**src/inc/smmc_defines.svh**
```systemverilog
// Purpose: Offsets, field positions, reset values and timing counts of the supply monitor margin control.
// Assumes: 200 MHz core clock, AXI4-Lite register access with byte addresses.
// Notes:   Counts above 4096 cycles are parameters of the top module instead.
`ifndef SMMC_DEFINES_SVH
`define SMMC_DEFINES_SVH

`define SMMC_CLK_MHZ        200
`define SMMC_GLITCH_15_US   15
`define SMMC_GLITCH_40_US   40
`define SMMC_GLITCH_120_US  120
`define SMMC_STEP_US        200

`define SMMC_OFS_CONFIG     8'h00
`define SMMC_OFS_MARG_HIGH  8'h04
`define SMMC_OFS_MARG_LOW   8'h08
`define SMMC_OFS_MARG_NOM   8'h0c
`define SMMC_OFS_MARG_CMD   8'h10
`define SMMC_OFS_STATUS     8'h14
`define SMMC_OFS_DEV_ADDR   8'h18
`define SMMC_OFS_WPROT      8'h38
`define SMMC_MEM_BASE_HI    3'b010

`define SMMC_CFG_POL_ONE    0
`define SMMC_CFG_POL_TWO    1
`define SMMC_CFG_RDY_HIGH   2
`define SMMC_CFG_LATCH_RDY  3
`define SMMC_CFG_FLT_MDIS   4
`define SMMC_CFG_HOLDOFF    5
`define SMMC_CFG_GSEL_ONE   7:6
`define SMMC_CFG_GSEL_TWO   9:8
`define SMMC_CFG_LOCK       10

`define SMMC_ST_LATCHED     3:2
`define SMMC_WP_UNLOCK      4'h5
`define SMMC_WP_RESET       8'h00
`define SMMC_RESP_OKAY      2'b00
`define SMMC_RESP_SLVERR    2'b10

`endif

```
**src/inc/smmc_pkg.sv**
```systemverilog
// Purpose: Types shared by the supply monitor margin control and its bench.
// Assumes: Nothing beyond the defines header.
// Notes:   Margin state codes follow declaration order and match the command field.
package smmc_pkg;

    typedef enum logic [1:0] {MS_OFF, MS_NOMINAL, MS_HIGH, MS_LOW} smmc_mstate_t;

    typedef struct packed {
        logic [31:0] awaddr;
        logic        awvalid;
        logic [31:0] wdata;
        logic [3:0]  wstrb;
        logic        wvalid;
        logic        bready;
        logic [31:0] araddr;
        logic        arvalid;
        logic        rready;
    } smmc_axi_req_t;

    typedef struct packed {
        logic        awready;
        logic        wready;
        logic        bvalid;
        logic [1:0]  bresp;
        logic        arready;
        logic        rvalid;
        logic [31:0] rdata;
        logic [1:0]  rresp;
    } smmc_axi_rsp_t;

    typedef struct packed {
        logic       sense_input_one;
        logic       sense_input_two;
        logic       ready_in;
        logic       write_lock;
        logic [2:0] addr_level;
        logic [2:0] addr_float;
    } smmc_pin_in_t;

    typedef struct packed {
        logic       fault_out;
        logic       fault_oe_n;
        logic       ready_out;
        logic       ready_oe_n;
        logic [7:0] trim_code;
        logic       trim_oe_n;
        logic       shutdown_req;
        logic [6:0] device_addr;
    } smmc_pin_out_t;

    typedef struct packed {
        logic              bvalid;
        logic [1:0]        bresp;
        logic              rvalid;
        logic [1:0]        rresp;
        logic [31:0]       rdata;
        logic [10:0]       cfg;
        logic [7:0]        mhigh;
        logic [7:0]        mlow;
        logic [7:0]        mnom;
        logic [7:0]        wprot;
        smmc_mstate_t      mstate;
        logic [7:0]        target;
        logic [7:0]        trim;
        logic              drive;
        logic              reached;
        logic [15:0]       step;
        logic [1:0]        sense_s1;
        logic [1:0]        sense_s2;
        logic [1:0]        filt;
        logic [1:0][15:0]  gcnt;
        logic [1:0]        latched;
        logic              fault_drive;
        logic              fault_prev;
        logic              shutdown;
        logic              ready_drive;
        logic              ready_s1;
        logic              ready_s2;
        logic              ready_prev;
        logic              wlock_s1;
        logic              wlock_s2;
        logic [2:0]        alev_s1;
        logic [2:0]        alev_s2;
        logic [2:0]        aflt_s1;
        logic [2:0]        aflt_s2;
        logic [6:0]        devaddr;
        logic [7:0][31:0]  mem;
    } smmc_state_t;

endpackage

```
**src/core/smmc_ctrl.sv**
```systemverilog
// Purpose: Supply monitor and margin control with AXI4-Lite registers.
// Assumes: Pins are asynchronous to clk; margin_sense_input comes from on-chip ADC logic on clk.
// Notes:   Open-drain pins are driven low when their enable (active low) is low.
//
// Summary of operation
// - Each sense input is set separately to watch for under_voltage or over_voltage.
// - Fault pin is pulled low while either filtered sense input is in fault.
// - Ready pin polarity is selectable; it shows that the sense code reached target.
// - With ready active high, an outside low on ready captures both sense states.
// - Two status bits show the live sense states, one meaning fault.
// - Two status bits hold latched states; capture source is fault pin or ready pin.
// - High and low targets are stored and copied to the active target on command.
// - A two-bit command field selects margin off, nominal, high or low.
// - Trim steps toward target; on reaching it the reached bit and ready assert.
// - Optional suppression of the fault pin in margin states other than off and nominal.
// - Hold-off and shutdown request works only in the nominal margin state.
// - Fault-pin capture acts on the leading edge only, so a clear sticks.
// - Ready-pin capture mode also latches on listed margin transitions, never into off.
// - Write protection is volatile and starts protected for configuration and memory.
// - Code 55 hex removes both protections; other codes protect at least one region.
// - Code 59 hex opens configuration only, code 35 hex opens memory only.
// - The write-lock pin blocks configuration and memory writes while asserted.
// - Once the configuration lock bit is set, configuration writes are refused.
// - Each address pin reads high, low or floating, giving 21 device addresses.
// - Upper nibble 0101 opens configuration, lower nibble 0101 opens memory.
// - The write-only protection register sits at offset 38 hex.
//
// Added by the designer: the register offsets and the AXI4-Lite register port.
`timescale 1ns/1ps
`default_nettype none
`include "smmc_defines.svh"

module smmc_ctrl #(
    parameter int unsigned GLITCH_40_CYC  = `SMMC_GLITCH_40_US * `SMMC_CLK_MHZ,
    parameter int unsigned GLITCH_120_CYC = `SMMC_GLITCH_120_US * `SMMC_CLK_MHZ,
    parameter int unsigned STEP_CYC       = `SMMC_STEP_US * `SMMC_CLK_MHZ
) (
    input  wire logic                    clk,
    input  wire logic                    reset,
    input  wire smmc_pkg::smmc_axi_req_t axi_req,
    output      smmc_pkg::smmc_axi_rsp_t axi_rsp,
    input  wire smmc_pkg::smmc_pin_in_t  pins_in,
    input  wire logic [7:0]              margin_sense_input,
    output      smmc_pkg::smmc_pin_out_t pins_out
);
    import smmc_pkg::*;

    localparam int unsigned GLITCH_15_CYC = `SMMC_GLITCH_15_US * `SMMC_CLK_MHZ;

    smmc_state_t      st_reg;
    smmc_state_t      st_next;
    logic [1:0]       raw;
    logic [1:0][15:0] lim;
    logic             wr_fire;
    logic             rd_fire;
    logic [7:0]       waddr;
    logic [7:0]       raddr;
    logic             cfg_ok;
    logic             mem_ok;
    logic             cmd_wr;
    smmc_mstate_t     cmd_state;
    logic             ev_trans;
    logic             ev_pin;
    logic             ev_fault;
    logic             lat_clr;

    ////////////////////////////////////////////////////////////////////////////////
    function automatic logic [15:0] glitch_limit(input logic [1:0] sel);
        case (sel)
            2'd0:    glitch_limit = 16'h0000;
            2'd1:    glitch_limit = 16'(GLITCH_15_CYC);
            2'd2:    glitch_limit = 16'(GLITCH_40_CYC);
            default: glitch_limit = 16'(GLITCH_120_CYC);
        endcase
    endfunction

    function automatic logic [31:0] merge(input logic [31:0] old, input logic [31:0] nw, input logic [3:0] strb);
        for (int b = 0; b < 4; b++) begin
            if (strb[b]) begin
                old[8*b +: 8] = nw[8*b +: 8];
            end
        end
        merge = old;
    endfunction

    function automatic logic [1:0] tri_code(input logic flt, input logic lvl);
        tri_code = flt ? 2'b10 : {1'b0, lvl};
    endfunction

    function automatic logic trans_ok(input smmc_mstate_t from, input smmc_mstate_t to);
        trans_ok = (to != MS_OFF) && (from != to) &&
                   ((from == MS_OFF) || (from == MS_NOMINAL) || (to == MS_NOMINAL));
    endfunction

    ////////////////////////////////////////////////////////////////////////////////
    // The comparator is high above the reference; the polarity bit picks which side faults.
    assign raw       = ~(st_reg.sense_s2 ^ st_reg.cfg[`SMMC_CFG_POL_TWO:`SMMC_CFG_POL_ONE]);
    assign lim[0]    = glitch_limit(st_reg.cfg[`SMMC_CFG_GSEL_ONE]);
    assign lim[1]    = glitch_limit(st_reg.cfg[`SMMC_CFG_GSEL_TWO]);
    assign wr_fire   = axi_req.awvalid && axi_req.wvalid && !st_reg.bvalid;
    assign rd_fire   = axi_req.arvalid && !st_reg.rvalid;
    assign waddr     = axi_req.awaddr[7:0];
    assign raddr     = axi_req.araddr[7:0];
    // Code 59 hex opens configuration and 35 hex opens memory, so the high nibble guards configuration.
    assign cfg_ok    = (st_reg.wprot[7:4] == `SMMC_WP_UNLOCK) && !st_reg.wlock_s2
                       && !st_reg.cfg[`SMMC_CFG_LOCK];
    assign mem_ok    = (st_reg.wprot[3:0] == `SMMC_WP_UNLOCK) && !st_reg.wlock_s2;
    assign cmd_wr    = wr_fire && (waddr == `SMMC_OFS_MARG_CMD) && axi_req.wstrb[0];
    assign cmd_state = smmc_mstate_t'(axi_req.wdata[1:0]);
    assign ev_trans  = cmd_wr && st_reg.cfg[`SMMC_CFG_LATCH_RDY] && trans_ok(st_reg.mstate, cmd_state);
    assign ev_pin    = st_reg.cfg[`SMMC_CFG_LATCH_RDY] && st_reg.cfg[`SMMC_CFG_RDY_HIGH]
                       && st_reg.ready_prev && !st_reg.ready_s2 && !st_reg.ready_drive;
    assign ev_fault  = !st_reg.cfg[`SMMC_CFG_LATCH_RDY] && st_reg.fault_drive && !st_reg.fault_prev;
    assign lat_clr   = wr_fire && (waddr == `SMMC_OFS_STATUS) && axi_req.wstrb[0];

    assign axi_rsp.awready = wr_fire;
    assign axi_rsp.wready  = wr_fire;
    assign axi_rsp.bvalid  = st_reg.bvalid;
    assign axi_rsp.bresp   = st_reg.bresp;
    assign axi_rsp.arready = rd_fire;
    assign axi_rsp.rvalid  = st_reg.rvalid;
    assign axi_rsp.rdata   = st_reg.rdata;
    assign axi_rsp.rresp   = st_reg.rresp;

    assign pins_out.fault_out    = 1'b0;
    assign pins_out.fault_oe_n   = !st_reg.fault_drive;
    assign pins_out.ready_out    = 1'b0;
    assign pins_out.ready_oe_n   = !st_reg.ready_drive;
    assign pins_out.trim_code    = st_reg.trim;
    assign pins_out.trim_oe_n    = !st_reg.drive;
    assign pins_out.shutdown_req = st_reg.shutdown;
    assign pins_out.device_addr  = st_reg.devaddr;

    ////////////////////////////////////////////////////////////////////////////////
    always_comb begin
        st_next = st_reg;

        // Every pin passes two flops before any logic looks at it.
        st_next.sense_s1 = {pins_in.sense_input_two, pins_in.sense_input_one};
        st_next.sense_s2 = st_reg.sense_s1;
        st_next.ready_s1 = pins_in.ready_in;
        st_next.ready_s2 = st_reg.ready_s1;
        st_next.ready_prev = st_reg.ready_s2;
        st_next.wlock_s1 = pins_in.write_lock;
        st_next.wlock_s2 = st_reg.wlock_s1;
        st_next.alev_s1 = pins_in.addr_level;
        st_next.alev_s2 = st_reg.alev_s1;
        st_next.aflt_s1 = pins_in.addr_float;
        st_next.aflt_s2 = st_reg.aflt_s1;

        st_next.devaddr[6:3] = {2'b10, tri_code(st_reg.aflt_s2[2], st_reg.alev_s2[2])};
        if (st_reg.aflt_s2[1]) begin
            st_next.devaddr[2:0] = 3'b011;
        end else begin
            st_next.devaddr[2:0] = {st_reg.alev_s2[1], tri_code(st_reg.aflt_s2[0], st_reg.alev_s2[0])};
        end

        // A zero limit passes a change on at once; otherwise it must stand for the full count.
        for (int i = 0; i < 2; i++) begin
            if (raw[i] == st_reg.filt[i]) begin
                st_next.gcnt[i] = 16'h0000;
            end else if ({1'b0, st_reg.gcnt[i]} + 17'h00001 >= {1'b0, lim[i]}) begin
                st_next.filt[i] = raw[i];
                st_next.gcnt[i] = 16'h0000;
            end else begin
                st_next.gcnt[i] = st_reg.gcnt[i] + 16'h0001;
            end
        end

        st_next.fault_prev  = st_reg.fault_drive;
        st_next.fault_drive = (|st_reg.filt) && !(st_reg.cfg[`SMMC_CFG_FLT_MDIS] &&
                              ((st_reg.mstate == MS_HIGH) || (st_reg.mstate == MS_LOW)));
        st_next.shutdown    = st_reg.cfg[`SMMC_CFG_HOLDOFF] && (st_reg.mstate == MS_NOMINAL)
                              && (|st_reg.filt);
        st_next.ready_drive = st_reg.cfg[`SMMC_CFG_RDY_HIGH] ? !st_reg.reached : st_reg.reached;

        // Trim moves one code per step period toward the target.
        if (st_reg.drive) begin
            if (margin_sense_input == st_reg.target) begin
                st_next.reached = 1'b1;
                st_next.step = 16'h0000;
            end else if ({16'h0000, st_reg.step} + 32'h1 >= 32'(STEP_CYC)) begin
                st_next.step = 16'h0000;
                if (margin_sense_input < st_reg.target) begin
                    st_next.trim = st_reg.trim + 8'h01;
                end else begin
                    st_next.trim = st_reg.trim - 8'h01;
                end
            end else begin
                st_next.step = st_reg.step + 16'h0001;
            end
        end

        // Register writes.
        if (wr_fire) begin
            st_next.bvalid = 1'b1;
            st_next.bresp = `SMMC_RESP_OKAY;
            if (waddr == `SMMC_OFS_CONFIG) begin
                if (cfg_ok) begin
                    st_next.cfg = 11'(merge({21'h0, st_reg.cfg}, axi_req.wdata, axi_req.wstrb));
                    st_next.cfg[`SMMC_CFG_LOCK] = st_next.cfg[`SMMC_CFG_LOCK] | st_reg.cfg[`SMMC_CFG_LOCK];
                end else begin
                    st_next.bresp = `SMMC_RESP_SLVERR;
                end
            end else if ((waddr == `SMMC_OFS_MARG_HIGH) || (waddr == `SMMC_OFS_MARG_LOW)
                         || (waddr == `SMMC_OFS_MARG_NOM)) begin
                if (cfg_ok && axi_req.wstrb[0]) begin
                    case (waddr)
                        `SMMC_OFS_MARG_HIGH: st_next.mhigh = axi_req.wdata[7:0];
                        `SMMC_OFS_MARG_LOW:  st_next.mlow = axi_req.wdata[7:0];
                        default:             st_next.mnom = axi_req.wdata[7:0];
                    endcase
                end else if (!cfg_ok) begin
                    st_next.bresp = `SMMC_RESP_SLVERR;
                end
            end else if (waddr == `SMMC_OFS_MARG_CMD) begin
                if (cmd_wr) begin
                    st_next.mstate = cmd_state;
                    st_next.reached = 1'b0;
                    st_next.step = 16'h0000;
                    st_next.drive = (cmd_state != MS_OFF);
                    case (cmd_state)
                        MS_HIGH:    st_next.target = st_reg.mhigh;
                        MS_LOW:     st_next.target = st_reg.mlow;
                        MS_NOMINAL: st_next.target = st_reg.mnom;
                        default:    st_next.target = st_reg.target;
                    endcase
                    // Starting from off, trim begins at the nominal code so the supply does not jump.
                    if (st_reg.mstate == MS_OFF) begin
                        st_next.trim = st_reg.mnom;
                    end
                end
            end else if (waddr == `SMMC_OFS_STATUS) begin
                st_next.bresp = `SMMC_RESP_OKAY;
            end else if (waddr == `SMMC_OFS_WPROT) begin
                if (axi_req.wstrb[0]) begin
                    st_next.wprot = axi_req.wdata[7:0];
                end
            end else if (waddr[7:5] == `SMMC_MEM_BASE_HI) begin
                if (mem_ok) begin
                    st_next.mem[waddr[4:2]] = merge(st_reg.mem[waddr[4:2]], axi_req.wdata, axi_req.wstrb);
                end else begin
                    st_next.bresp = `SMMC_RESP_SLVERR;
                end
            end else begin
                st_next.bresp = `SMMC_RESP_SLVERR;
            end
        end else if (st_reg.bvalid && axi_req.bready) begin
            st_next.bvalid = 1'b0;
        end

        // Clear first, then capture, so an event in the clearing cycle survives.
        if (lat_clr) begin
            st_next.latched = st_reg.latched & ~axi_req.wdata[`SMMC_ST_LATCHED];
        end
        if (ev_fault || ev_pin || ev_trans) begin
            st_next.latched = st_next.latched | st_reg.filt;
        end

        // Register reads; the protection register is write-only and reads zero.
        if (rd_fire) begin
            st_next.rvalid = 1'b1;
            st_next.rresp = `SMMC_RESP_OKAY;
            st_next.rdata = 32'h0000_0000;
            case (raddr)
                `SMMC_OFS_CONFIG:    st_next.rdata = {21'h0, st_reg.cfg};
                `SMMC_OFS_MARG_HIGH: st_next.rdata = {24'h0, st_reg.mhigh};
                `SMMC_OFS_MARG_LOW:  st_next.rdata = {24'h0, st_reg.mlow};
                `SMMC_OFS_MARG_NOM:  st_next.rdata = {24'h0, st_reg.mnom};
                `SMMC_OFS_MARG_CMD:  st_next.rdata = {30'h0, st_reg.mstate};
                `SMMC_OFS_STATUS:    st_next.rdata = {25'h0, st_reg.mstate, st_reg.reached,
                                                      st_reg.latched, st_reg.filt};
                `SMMC_OFS_DEV_ADDR:  st_next.rdata = {25'h0, st_reg.devaddr};
                `SMMC_OFS_WPROT:     st_next.rdata = 32'h0000_0000;
                default: begin
                    if (raddr[7:5] == `SMMC_MEM_BASE_HI) begin
                        st_next.rdata = st_reg.mem[raddr[4:2]];
                    end else begin
                        st_next.rresp = `SMMC_RESP_SLVERR;
                    end
                end
            endcase
        end else if (st_reg.rvalid && axi_req.rready) begin
            st_next.rvalid = 1'b0;
        end
    end

    always_ff @(posedge clk) begin
        if (reset) begin
            st_reg <= '0;
            st_reg.wprot <= `SMMC_WP_RESET;
            // Syncs start at the idle pin levels, so no false fault or ready edge is latched after reset.
            st_reg.sense_s1 <= 2'b11;
            st_reg.sense_s2 <= 2'b11;
            st_reg.ready_s1 <= 1'b1;
            st_reg.ready_s2 <= 1'b1;
            st_reg.ready_prev <= 1'b1;
        end else begin
            st_reg <= st_next;
        end
    end

    ////////////////////////////////////////////////////////////////////////////////
    a_fault_pin_drive: assert property (@(posedge clk) disable iff (reset)
        ((|st_reg.filt) && !st_reg.cfg[`SMMC_CFG_FLT_MDIS]) |=> !pins_out.fault_oe_n)
        else $error("Fault pin not driven while a sense input is in fault.");

    a_fault_margin_off: assert property (@(posedge clk) disable iff (reset)
        (st_reg.cfg[`SMMC_CFG_FLT_MDIS] && (st_reg.mstate == MS_HIGH || st_reg.mstate == MS_LOW))
        |=> pins_out.fault_oe_n)
        else $error("Fault pin driven while margining with suppression on.");

    a_shutdown_nominal: assert property (@(posedge clk) disable iff (reset)
        pins_out.shutdown_req |-> $past(st_reg.mstate) == MS_NOMINAL)
        else $error("Shutdown request outside the nominal state.");

    a_wprot_powerup: assert property (@(posedge clk)
        $fell(reset) |-> (st_reg.wprot == 8'h00 && !cfg_ok && !mem_ok))
        else $error("Write protection not set after reset.");

    a_code_unlock: assert property (@(posedge clk) disable iff (reset)
        (wr_fire && waddr == `SMMC_OFS_WPROT && axi_req.wstrb[0] && axi_req.wdata[7:0] == 8'h55
         && !st_reg.wlock_s2 && !st_reg.wlock_s1 && !st_reg.cfg[`SMMC_CFG_LOCK]) |=> (cfg_ok && mem_ok))
        else $error("Code 55 did not open both regions.");

    a_cfg_protected: assert property (@(posedge clk) disable iff (reset)
        (wr_fire && waddr == `SMMC_OFS_CONFIG && st_reg.wprot[7:4] != 4'h5) |=> $stable(st_reg.cfg))
        else $error("Configuration changed while protected.");

    a_wlock_blocks: assert property (@(posedge clk) disable iff (reset)
        (wr_fire && st_reg.wlock_s2 && waddr[7:5] == `SMMC_MEM_BASE_HI) |=> ($stable(st_reg.mem) && axi_rsp.bresp == 2'b10))
        else $error("Memory written while the write-lock pin is asserted.");

    a_lock_sticky: assert property (@(posedge clk) disable iff (reset)
        st_reg.cfg[`SMMC_CFG_LOCK] |=> (st_reg.cfg[`SMMC_CFG_LOCK] && $stable(st_reg.cfg)))
        else $error("Locked configuration changed.");

    a_fault_capture: assert property (@(posedge clk) disable iff (reset)
        ev_fault |=> ((st_reg.latched & $past(st_reg.filt)) == $past(st_reg.filt)))
        else $error("Leading fault edge not captured.");

    a_margin_reach: assert property (@(posedge clk) disable iff (reset)
        (st_reg.drive && margin_sense_input == st_reg.target && !cmd_wr) |=> st_reg.reached ##1
        (pins_out.ready_oe_n == st_reg.cfg[`SMMC_CFG_RDY_HIGH]))
        else $error("Target reached without reached bit or ready.");

    a_filter_bypass: assert property (@(posedge clk) disable iff (reset)
        (st_reg.cfg[`SMMC_CFG_GSEL_ONE] == 2'd0 && raw[0] != st_reg.filt[0]) |=> st_reg.filt[0] == $past(raw[0]))
        else $error("Bypassed filter did not pass the input at once.");

    a_addr_float: assert property (@(posedge clk) disable iff (reset)
        st_reg.aflt_s2[2] |=> (pins_out.device_addr[6:3] == 4'b1010))
        else $error("Floating top address pin decoded wrongly.");

endmodule
`default_nettype wire

```
**config.mk**
```make
export PLATFORM = sky130hd
export DESIGN_NAME = smmc_ctrl
export DESIGN_NICKNAME = d
export VERILOG_FILES = /design/src/inc/smmc_pkg.sv /design/src/core/smmc_ctrl.sv
export VERILOG_INCLUDE_DIRS = /design/src /design/src/inc
export SDC_FILE = /design/constraint.sdc
export NUM_CORES = 1
export LEC_CHECK = 0
export CAP_MARGIN = 20
export CORE_MARGIN = 5
export CORE_UTILIZATION = 45
export CTS_BUF_LIST = sky130_fd_sc_hd__clkbuf_4 sky130_fd_sc_hd__clkbuf_8 sky130_fd_sc_hd__clkbuf_16
export DETAILED_ROUTE_END_ITERATION = 8
export DONT_BUFFER_PORTS = 1
export MAX_ROUTING_LAYER = met4
export PLACE_DENSITY = 0.68
export SKIP_LAST_GASP = 1
export SLEW_MARGIN = 20
export SYNTH_ARGS = -nofsm -noshare
export SYNTH_HDL_FRONTEND = slang
export SYNTH_SLANG_ARGS = --single-unit
export TNS_END_PERCENT = 10
```
**constraint.sdc**
```tcl
create_clock -name clk -period 4.9 [get_ports clk]
set_input_delay 0.49 -clock clk [delete_from_list [all_inputs] [get_ports clk]]
set_output_delay 0.49 -clock clk [all_outputs]
set_load 0.01 [all_outputs]
```
After elaboration in Yosys (flattened, before gate mapping)

Cells that the tools add are included.

Bits in registers: 441
Bits in latches: 0
RAM bits: 0
ROM bits: 0
Logic and storage cells: 282
Memories kept: 0

Add/sub/neg operators: 8
Multipliers: 0
Div/mod/pow operators: 0
Order comparisons: 7
Equal/unequal tests: 32
Shift operators: 0
Multiplexer cells: 96
Bitwise operators: 14
Reduce and logical (&&, ||, !) cells: 75

Operators with widths:

| operator                                                             | count |
|---|---|
| 2-to-1 mux 256 bit                                                   | 8 |
| 2-to-1 mux 8 bit                                                     | 41 |
| 2-to-1 mux 263 bit                                                   | 1 |
| bitwise mux 256 bit                                                  | 1 |
| case mux 32 bit (8 select lines)                                     | 1 |
| binary-select mux 32 bit (select 3 bit)                              | 2 |
| 2-to-1 mux 26 bit                                                    | 5 |
| 2-to-1 mux 32 bit                                                    | 4 |
| demux 32 bit (select 3 bit)                                          | 1 |
| case mux 15 bit (3 select lines)                                     | 2 |
| adder 16 x 1 -> 17 bit (second input constant)                       | 3 |
| adder 16 x 1 -> 16 bit (second input constant)                       | 3 |
| == test 8 x 5 -> 1 bit (second input constant)                       | 5 |
| greater-or-equal comparator 17 x 16 -> 1 bit                         | 2 |
| == test 8 x 4 -> 1 bit (second input constant)                       | 4 |
| 2-to-1 mux 16 bit                                                    | 2 |
| 2-to-1 mux 2 bit                                                     | 15 |
| logical AND 1 bit                                                    | 28 |
| case mux 8 bit (3 select lines)                                      | 1 |
| AND reduction 5 bit                                                  | 4 |
| greater-or-equal comparator 17 x 16 -> 1 bit (second input constant) | 1 |
| 2-to-1 mux 17 bit                                                    | 1 |
| == test 8 x 3 -> 1 bit (second input constant)                       | 2 |
| == test 8 x 6 -> 1 bit (second input constant)                       | 2 |
| other kinds (36)                                                     | 93 |

Depth between registers and ports, before layout

Gate-level depths: netlist of run 1.

Word-level depth: 21
Gate-level depth with buffers: 14
Depth with buffers taken out: 14

Least setup slack after synthesis of run 1

No wires, ideal clock.

Path kind: input -> register
Start: input margin_sense_input[1]
End: register st_reg (netlist bit pins_out[16])
Arrival: 2.976 ns
Slack: 1.833 ns
Cell stages on the path: 13
Path buffers: 0
Cells stage by stage: ha_1 nor2b_1 o211ai_1 a21oi_1 a211o_1 ha_1 a211oi_1 nor2_1 o31ai_1 a21oi_1 xor2_1 a21bo_2 a311oi_1

Word-level cells in the longest chain between the ends: 11
Elaborated cells between the ends (all ways): 12
Classes of those cells: order compare (1); eq/ne (1); mux (10)

RTL lines:

| element                    | line             | RTL |
|---|---|---|
| from (decl)                | smmc_ctrl.sv:43  | `input wire logic [7:0] margin_sense_input,` |
| less-than comparator 8 bit | smmc_ctrl.sv:184 | `if (margin_sense_input < st_reg.target) begin` |
| 2-to-1 mux 8 bit           | smmc_ctrl.sv:184 |  |
| 2-to-1 mux 8 bit           | smmc_ctrl.sv:182 | `end else if ({16'h0000, st_reg.step} + 32'h1 >= 32'(STEP_CYC)) begin` |
| 2-to-1 mux 8 bit (*)       | smmc_ctrl.sv:179 | `if (margin_sense_input == st_reg.target) begin` |
| 2-to-1 mux 8 bit (*)       | smmc_ctrl.sv:178 | `if (st_reg.drive) begin` |
| 2-to-1 mux 8 bit           | smmc_ctrl.sv:229 | `if (st_reg.mstate == MS_OFF) begin` |
| 2-to-1 mux 26 bit          | smmc_ctrl.sv:217 | `if (cmd_wr) begin` |
| 2-to-1 mux 26 bit          | smmc_ctrl.sv:216 | `` end else if (waddr == `SMMC_OFS_MARG_CMD) begin `` |
| 2-to-1 mux 26 bit          | smmc_ctrl.sv:205 | `` end else if ((waddr == `SMMC_OFS_MARG_HIGH) \|\| (waddr == `SMMC_OFS_MARG_LOW) `` |
| 2-to-1 mux 26 bit          | smmc_ctrl.sv:198 | `` if (waddr == `SMMC_OFS_CONFIG) begin `` |
| 2-to-1 mux 26 bit (*)      | smmc_ctrl.sv:195 | `if (wr_fire) begin` |
| to (signal assigned)       | smmc_ctrl.sv:299 | `st_reg <= st_next;` |
| to (decl)                  | smmc_ctrl.sv:50  | `smmc_state_t st_reg;` |

Every way passes the cells marked *; elsewhere a longest branch is shown, timed or not.
A chain may end at the register's enable or synchronous reset.

Worst setup path after layout of run 1

Start: register st_reg[302] (netlist name)
End: register st_reg[314] (netlist name)

Word-level cells in the longest chain between the ends: 3
Elaborated cells between the ends (all ways): 4
Classes of those cells: add/sub (2); order compare (1); reduce/logical (1)

RTL lines:

| element                                      | line             | RTL |
|---|---|---|
| adder 16 x 1 -> 17 bit                       | smmc_ctrl.sv:162 | `end else if ({1'b0, st_reg.gcnt[i]} + 17'h00001 >= {1'b0, lim[i]}) begin` |
| greater-or-equal comparator 17 x 16 -> 1 bit | smmc_ctrl.sv:162 |  |
| OR reduction 3 bit (no line)                 | --               |  |

Parallel ways exist; a longest one is shown, timed or not.

==> impl_metrics.toml, run 1 <==
[synthesis]
synth.cell_area_mm2 = 0.02233
ys_top_cells_by_area = "dfxtp_1, mux4_2, mux2i_1"
yosysWarnings = 0
synthesis.instances = 2432
ys_seq_area_share_pct = 39.26
synth_edf_count = 0
yosysTopAreaCellShare_pct = 39.26
synthArstFlopShare_pct = 0
ys_ff_latch = 438
ys_types = 71
synth.avg_cell_area_um2 = 9.182
synthTopCellsByCount = "dfxtp_1, nand2_1, nor2_1"
synth_top_area_cell = "dfxtp_1"
ys.flop_type = "dfxtp_1"
yosysMostFrequentCell = "dfxtp_1"

[worst_setup_path]
worstSetupPathType = "flip-flop to flip-flop"
required_ns = 5.41
start_kind = "flip-flop"
slowest_delay_ns = 0.55
crit_path_end_kind = "flip-flop"
crit_chain = "ha_1, inv_1, nor3_1, nand4_1, nor2_1, nand2_1, xnor2_1, ha_1, a21oi_1, a21boi_0, nor2_1, nand2_1, nor2b_1"
crit_family = "simple AND/OR/NAND/NOR gates"
path_buf_inv = 1
critPathArrivalTime_ns = 3.85
critPathSlowestCell = "nor2_1"
worstPathMaxFanout = 11

[sta]
finalHoldViolCount = 0
fmax_mhz = 300.0
slew_headroom_pct = 27.35
post-route-period-util_pct = 68.02
slew_viol_final = 0
worst_pin_slew_ns = 1.086
fin_crit_ns = 3.333
skew_ns = 0.01566
timing.setup.tns_ns = 0
setup_viol = 0
rsz0062_at_grt = "no"

[pwr]
p_leak_uw = 0.008295
p_comb_share_pct = 3.0
total_power_uw = 7604
p_sw_share_pct = 21.55
switchingPower_uw = 1639
power_density_mw_per_mm2 = 317.2
ir_drop_uv = 264.5
clockPowerShare_pct = 49.5
p_seq_share_pct = 47.5
p_int_uw = 5966

[cts]
clkLatencyLatePin_ns = 0.58
cts_tree = "yes"
numCtsBuffers = 49
post-cts-setup-buffers = 0
ctsHtreeMaxLevel = 2
cts_resized = 0
clock-sinks = 438
clk_pin_slew_ns = 0.06
hold_buffers = 4
clock-root-buffer = "clkbuf_16"
clockBufferDepth = 3

[drt]
vias_per_cell = 5.923
wl_mm = 62.05
routedWlPerCell_um = 20.76
ant_nets = 0
vias = 17700
first_pass_iters = 7
dr.first_iter.drc_count = 1891
drc_errors = 0

[final_layout]
layout-area-overhead-vs-synth_pct = 7.351
drive_above_1_share_pct = 12.14
final.fill_count = 4472
num-nets-final = 2465
ff_latch_area_mm2 = 0.008768
multiInputGateArea_mm2 = 0.01242

[placement]
hpwlAfterDp_mm = 37.06
numPortBuffers = 0
gp_congestion = 0.8545

[grt]
grt_pass1_wl_mm = 97.06
grt_max_degree = 385
grt_usage_pct = 22.90
first_global_vias = 17560
antenna_found_initial = 1
grt-ovfl-total = 0

[worst_hold_path]
hp-class = "input pin to flip-flop"

[die]
ios = 187
die_w_um = 232.8
std_cell_rows = 81
die_area_mm2 = 0.05418
start_util_pct = 45.53
die_h_um = 232.8
coreArea_mm2 = 0.04905

[status]
status = "complete, no violations"

[run]
maxCapViolations = 0
[power by group through the flow]
stage / combinational (uW) / sequential, uW / clock (uW)
6_report: 228 / 3620 / 3760
5_1_grt: 246 / 3620 / 3970
4_1_cts: 224 / 3620 / 3810
3_5_place_dp: 220 / 3690 / 0
3_3_place_gp: 215 / 3690 / 0
2_1_floorplan: 318 / 3680 / 0
[logic make-up after synthesis]
| family | share of synthesized area [%] |
|---|---|
| xor+xnor | 1.451 |
| buf+inv | 5.496 |
| flops | 39.26 |
| fa+ha+maj | 2.947 |
| simple gates | 17.20 |
| compound gates | 10.96 |
| mux | 22.66 |
| other cells | 0.01679 |
[per-stage QoR]
stage / hold slack [ns] / instances / util [%] / worst slack [ns] / area, um^2
3_5_place_dp: 0.3985 / 2896 / 45.40 / 1.511 / 22270
2_1_floorplan: 0.3885 / 2438 / - / 1.833 / 22350
5_1_grt: 0.01850 / 2989 / 48.87 / 1.193 / 23970
4_1_cts: 0.0001574 / 2986 / 48.83 / 1.540 / 23950
3_3_place_gp: 0.3981 / 2896 / 45.39 / 1.577 / 22260
6_report: 0.04382 / 2989 / 48.87 / 1.567 / 23970
[final timing paths]
check	start	depth (start not counted)	end	slack (ns)
min reg2reg	st_next[278]	1	st_next[277]	0.41
max reg2reg	st_reg[302]	13	st_reg[314]	1.57
min	pins_in[0]	1	st_next[263]	0.04
max	st_reg[302]	13	st_reg[314]	1.57
[area by class of cell]
type                            instances  area share, %
Antenna cell                            2        0.02088
Sequential cell                       438          36.58
Inverter                               33         0.5167
Multi-Input combinational cell       1743          51.80
Tap cell                              664          3.466
Clock buffer                           72          6.096
Timing Repair Buffer                   23         0.7724
Clock inverter                         14         0.7568
[worst register-to-register path, cell delays in order, from the launching register on]
cell	delay [ns]
dfxtp_1	0.43
ha_1	0.25
inv_1	0.09
nor3_1	0.25
nand4_1	0.18
nor2_1	0.16
nand2_1	0.09
xnor2_1	0.27
ha_1	0.30
a21oi_1	0.16
a21boi_0	0.13
nor2_1	0.55
nand2_1	0.23
nor2b_1	0.17
[layer usage]
layer | track usage (%) | vias up | part of all wire (%)
met2 | 36.63 | 675 | 48
met5 | - | - | 0
met4 | 9.138 | 0 | 3.8
met3 | 4.393 | 163 | 7.3
met1 | 28.80 | 8629 | 41
li1 | - | 8237 | -
[cell usage in the layout, fill, tap and decap left out, types with 10 or more instances in the layout]
cell	n
o21ai_1	33
xnor2_1	22
a21oi_1	242
mux4_2	131
dfxtp_1	438
o21a_1	11
clkbuf_8	10
clkbuf_16	49
mux2i_1	203
nor3_1	29
and3_1	35
buf_4	18
o21ai_0	51
nand2_1	405
nand4_1	14
xor2_1	15
nor4_1	10
ha_1	51
nor2b_1	27
a211oi_1	18
nand3_1	35
nor2_1	258
clkbuf_4	13
inv_1	31
No activity file was read; power rests on OpenSTA's default activity.
==> inputs of run 2 (changes only) <==
--- a/config.mk
+++ b/config.mk
@@ -6,6 +6,7 @@
 export SDC_FILE = /design/constraint.sdc
 export NUM_CORES = 1
 export LEC_CHECK = 0
+export ABC_AREA = 1
 export CAP_MARGIN = 20
 export CORE_MARGIN = 5
 export CORE_UTILIZATION = 45
==> constraint.sdc (replaced) <==
create_clock -name clk -period 3.1 [get_ports clk]
set_input_delay 0.31 -clock clk [delete_from_list [all_inputs] [get_ports clk]]
set_output_delay 0.31 -clock clk [all_outputs]
set_load 0.01 [all_outputs]
==> impl_metrics.toml, run 2 <==
[synthesis]
yosysTopAreaCellShare_pct = 39.60
ys_ff_latch = 438
synthesis.instances = 3058
synth_top_area_cell = "dfxtp_1"
yosysMostFrequentCell = "a21oi_1"
synthArstFlopShare_pct = 0
ys_top_cells_by_area = "dfxtp_1, a21oi_1, o21ai_0"
ys.flop_type = "dfxtp_1"
ys_seq_area_share_pct = 39.60
yosysWarnings = 0
synth.cell_area_mm2 = 0.02214
synth_edf_count = 0
synth.avg_cell_area_um2 = 7.242
synthTopCellsByCount = "a21oi_1, o21ai_0, inv_1"
ys_types = 53

[drt]
routedWlPerCell_um = 19.50
vias_per_cell = 5.841
drc_errors = 0
vias = 21300
first_pass_iters = 8
dr.first_iter.drc_count = 2340
wl_mm = 71.09
ant_nets = 0

[cts]
numCtsBuffers = 48
clkLatencyLatePin_ns = 0.60
ctsHtreeMaxLevel = 2
clock-root-buffer = "clkbuf_16"
cts_tree = "yes"
clockBufferDepth = 3
clk_pin_slew_ns = 0.06
clock-sinks = 438

[sta]
slew_viol_final = 0
timing.setup.tns_ns = 0
worst_pin_slew_ns = 0.9371
skew_ns = 0.02548
rsz0062_at_grt = "yes"
setup_viol = 0
slew_headroom_pct = 37.53
post-route-period-util_pct = 92.99
finalHoldViolCount = 0
fin_crit_ns = 2.883
fmax_mhz = 346.9
postLayoutSetupSlackWorst_ns = 0.2173

[final_layout]
multiInputGateArea_mm2 = 0.01058
final_cells = 3646
layout-area-overhead-vs-synth_pct = 9.809
final.fill_count = 4813
final_cell_mix = "a21oi_1, o21ai_0, inv_1"
final_common_cell = "a21oi_1"
ff_latch_area_mm2 = 0.008776
fin_area_mm2 = 0.02432
num-nets-final = 3128
drive_above_1_share_pct = 8.755

[die]
start_util_pct = 45.33
coreArea_mm2 = 0.04885
die_w_um = 231.8
die_h_um = 231.8
die_area_mm2 = 0.05375
std_cell_rows = 81
ios = 187

[status]
status = "complete, no violations"

[worst_setup_path]
path_buf_inv = 2
reg2reg_setup_slack_ns = 0.22
critPathArrivalTime_ns = 3.40
worstPathMaxFanout = 15
required_ns = 3.62
critPathSlowestCell = "dfxtp_2"
crit_family = "simple AND/OR/NAND/NOR gates"
start_kind = "flip-flop"
slowest_delay_ns = 0.35
crit_path_end_kind = "flip-flop"
worstSetupPathType = "flip-flop to flip-flop"
crit_chain = "ha_2, nand2_1, nor2_2, nand4_1, nor2_2, nand2_2, xor2_2, inv_1, ha_1, a21oi_1, nor2_1, a211oi_2, nand3_1, o21ai_2, nand3_2, buf_12, nor2_1"

[run]
maxCapViolations = 0

[grt]
grt_busiest_layer = "met2"
antenna_found_initial = 1
grt_max_degree = 129
use_met3_pct = 4.671
first_global_vias = 20340
grt-ovfl-total = 0
grtUsageMet1_pct = 32.93
grt_pass1_wl_mm = 110.2
use_met2_pct = 41.65
grt_usage_pct = 25.92

[worst_hold_path]
hp-class = "input pin to flip-flop"

[pwr]
power_density_mw_per_mm2 = 498.4
p_leak_uw = 0.008769
ir_drop_uv = 428.5

[placement]
gp_congestion = 0.9398
place_area_mm2 = 0.02234
hpwlAfterDp_mm = 45.05
numPortBuffers = 0
pre_cts_slack_ns = -0.01719
dp_cells = 3536
run 2: cell types whose count changed in the layout (fill, tap and decap cells not counted), sizes merged, moves of 64 or more:
cell    change
a21oi     +227
nor2       -91
o211ai     +64
nand2     -105
o21ai     +372
mux4      -131
mux2i     -203
inv       +424
o22ai     +124
run 2: path summary, 6_finish.rpt:
| check | start | to | cells past startpoint |
|---|---|---|---|
| setup reg to reg | st_reg[286] | st_reg[286] | 17 |
| hold reg to reg | st_next[269] | st_reg[269] | 2 |
| setup / recovery | st_reg[286] | st_reg[286] | 17 |
| hold / removal | axi_req[6] | axi_rsp[23] | 4 |
run 2: area by class of cell:
class                      instances  share of cell area (%)
multi-input combinational       1915                   43.51
sequential                       438                   36.09
inverter                         463                   7.173
clock buffer                      69                   5.938
timing repair buffer              85                   3.489
tap                              664                   3.417
clock inverter                    11                  0.3756
antenna                            1                 0.01029
run 2: cell families (layout without fill, tap and decap cells):
logic type | after synthesis | after routing | synth area share (%)
AND/OR/NAND/NOR | 602 | 602 | 12.27
XOR/XNOR | 29 | 29 | 1.147
AO/OA/AOI/OAI | 1225 | 1225 | 30.69
adder cells (fa/ha/maj) | 52 | 52 | 2.972
flip-flops | 438 | 438 | 39.60
buffers and inverters | 711 | 628 | 13.31
other | 1 | 8 | 0.01693
run 2: metrics by stage:
step	total power (uW)	hold WS, ns	utilization [%]
after global routing	12500	0.05404	49.78
after CTS	12180	0.01294	49.43
final	12120	0.04357	49.78
after floorplan	6361	0.3883	-
after global placement	6524	0.3853	45.74
after detailed placement	6543	0.3882	45.74
run 2: worst reg2reg max path, cell delays in order, from the launching register on:
cell and delay [ns]:
dfxtp_2 0.35, ha_2 0.20, nand2_1 0.06, nor2_2 0.15
nand4_1 0.17, nor2_2 0.21, nand2_2 0.09, xor2_2 0.15
inv_1 0.06, ha_1 0.32, a21oi_1 0.16, nor2_1 0.07
a211oi_2 0.14, nand3_1 0.11, o21ai_2 0.18, nand3_2 0.10
buf_12 0.17, nor2_1 0.10
run 2: report_power, final:
group          internal [uW]  switching, uW
registers               5660           34.3
logic                    217            579
clock network           3300           2330
total                   9170           2950
run 2: repair_timing:
| action | in CTS | in global routing |
|---|---|---|
| endpoints found under the hold margin | 110 | 0 |
| cloned | 0 | 1 |
| buffers inserted | 0 | 3 |
| resized for setup | 1 | 33 |
| hold buffers | 25 | 0 |
| setup endpoints to repair | 5 | 39 |
| pin swaps | 0 | 16 |
run 2: routing by layer:
metal | wire [um] | vias up
li1 | - | 10120
met1 | 29090 | 9967
met2 | 32700 | 1021
met3 | 6858 | 187
met4 | 2450 | 0
met5 | 0 | -
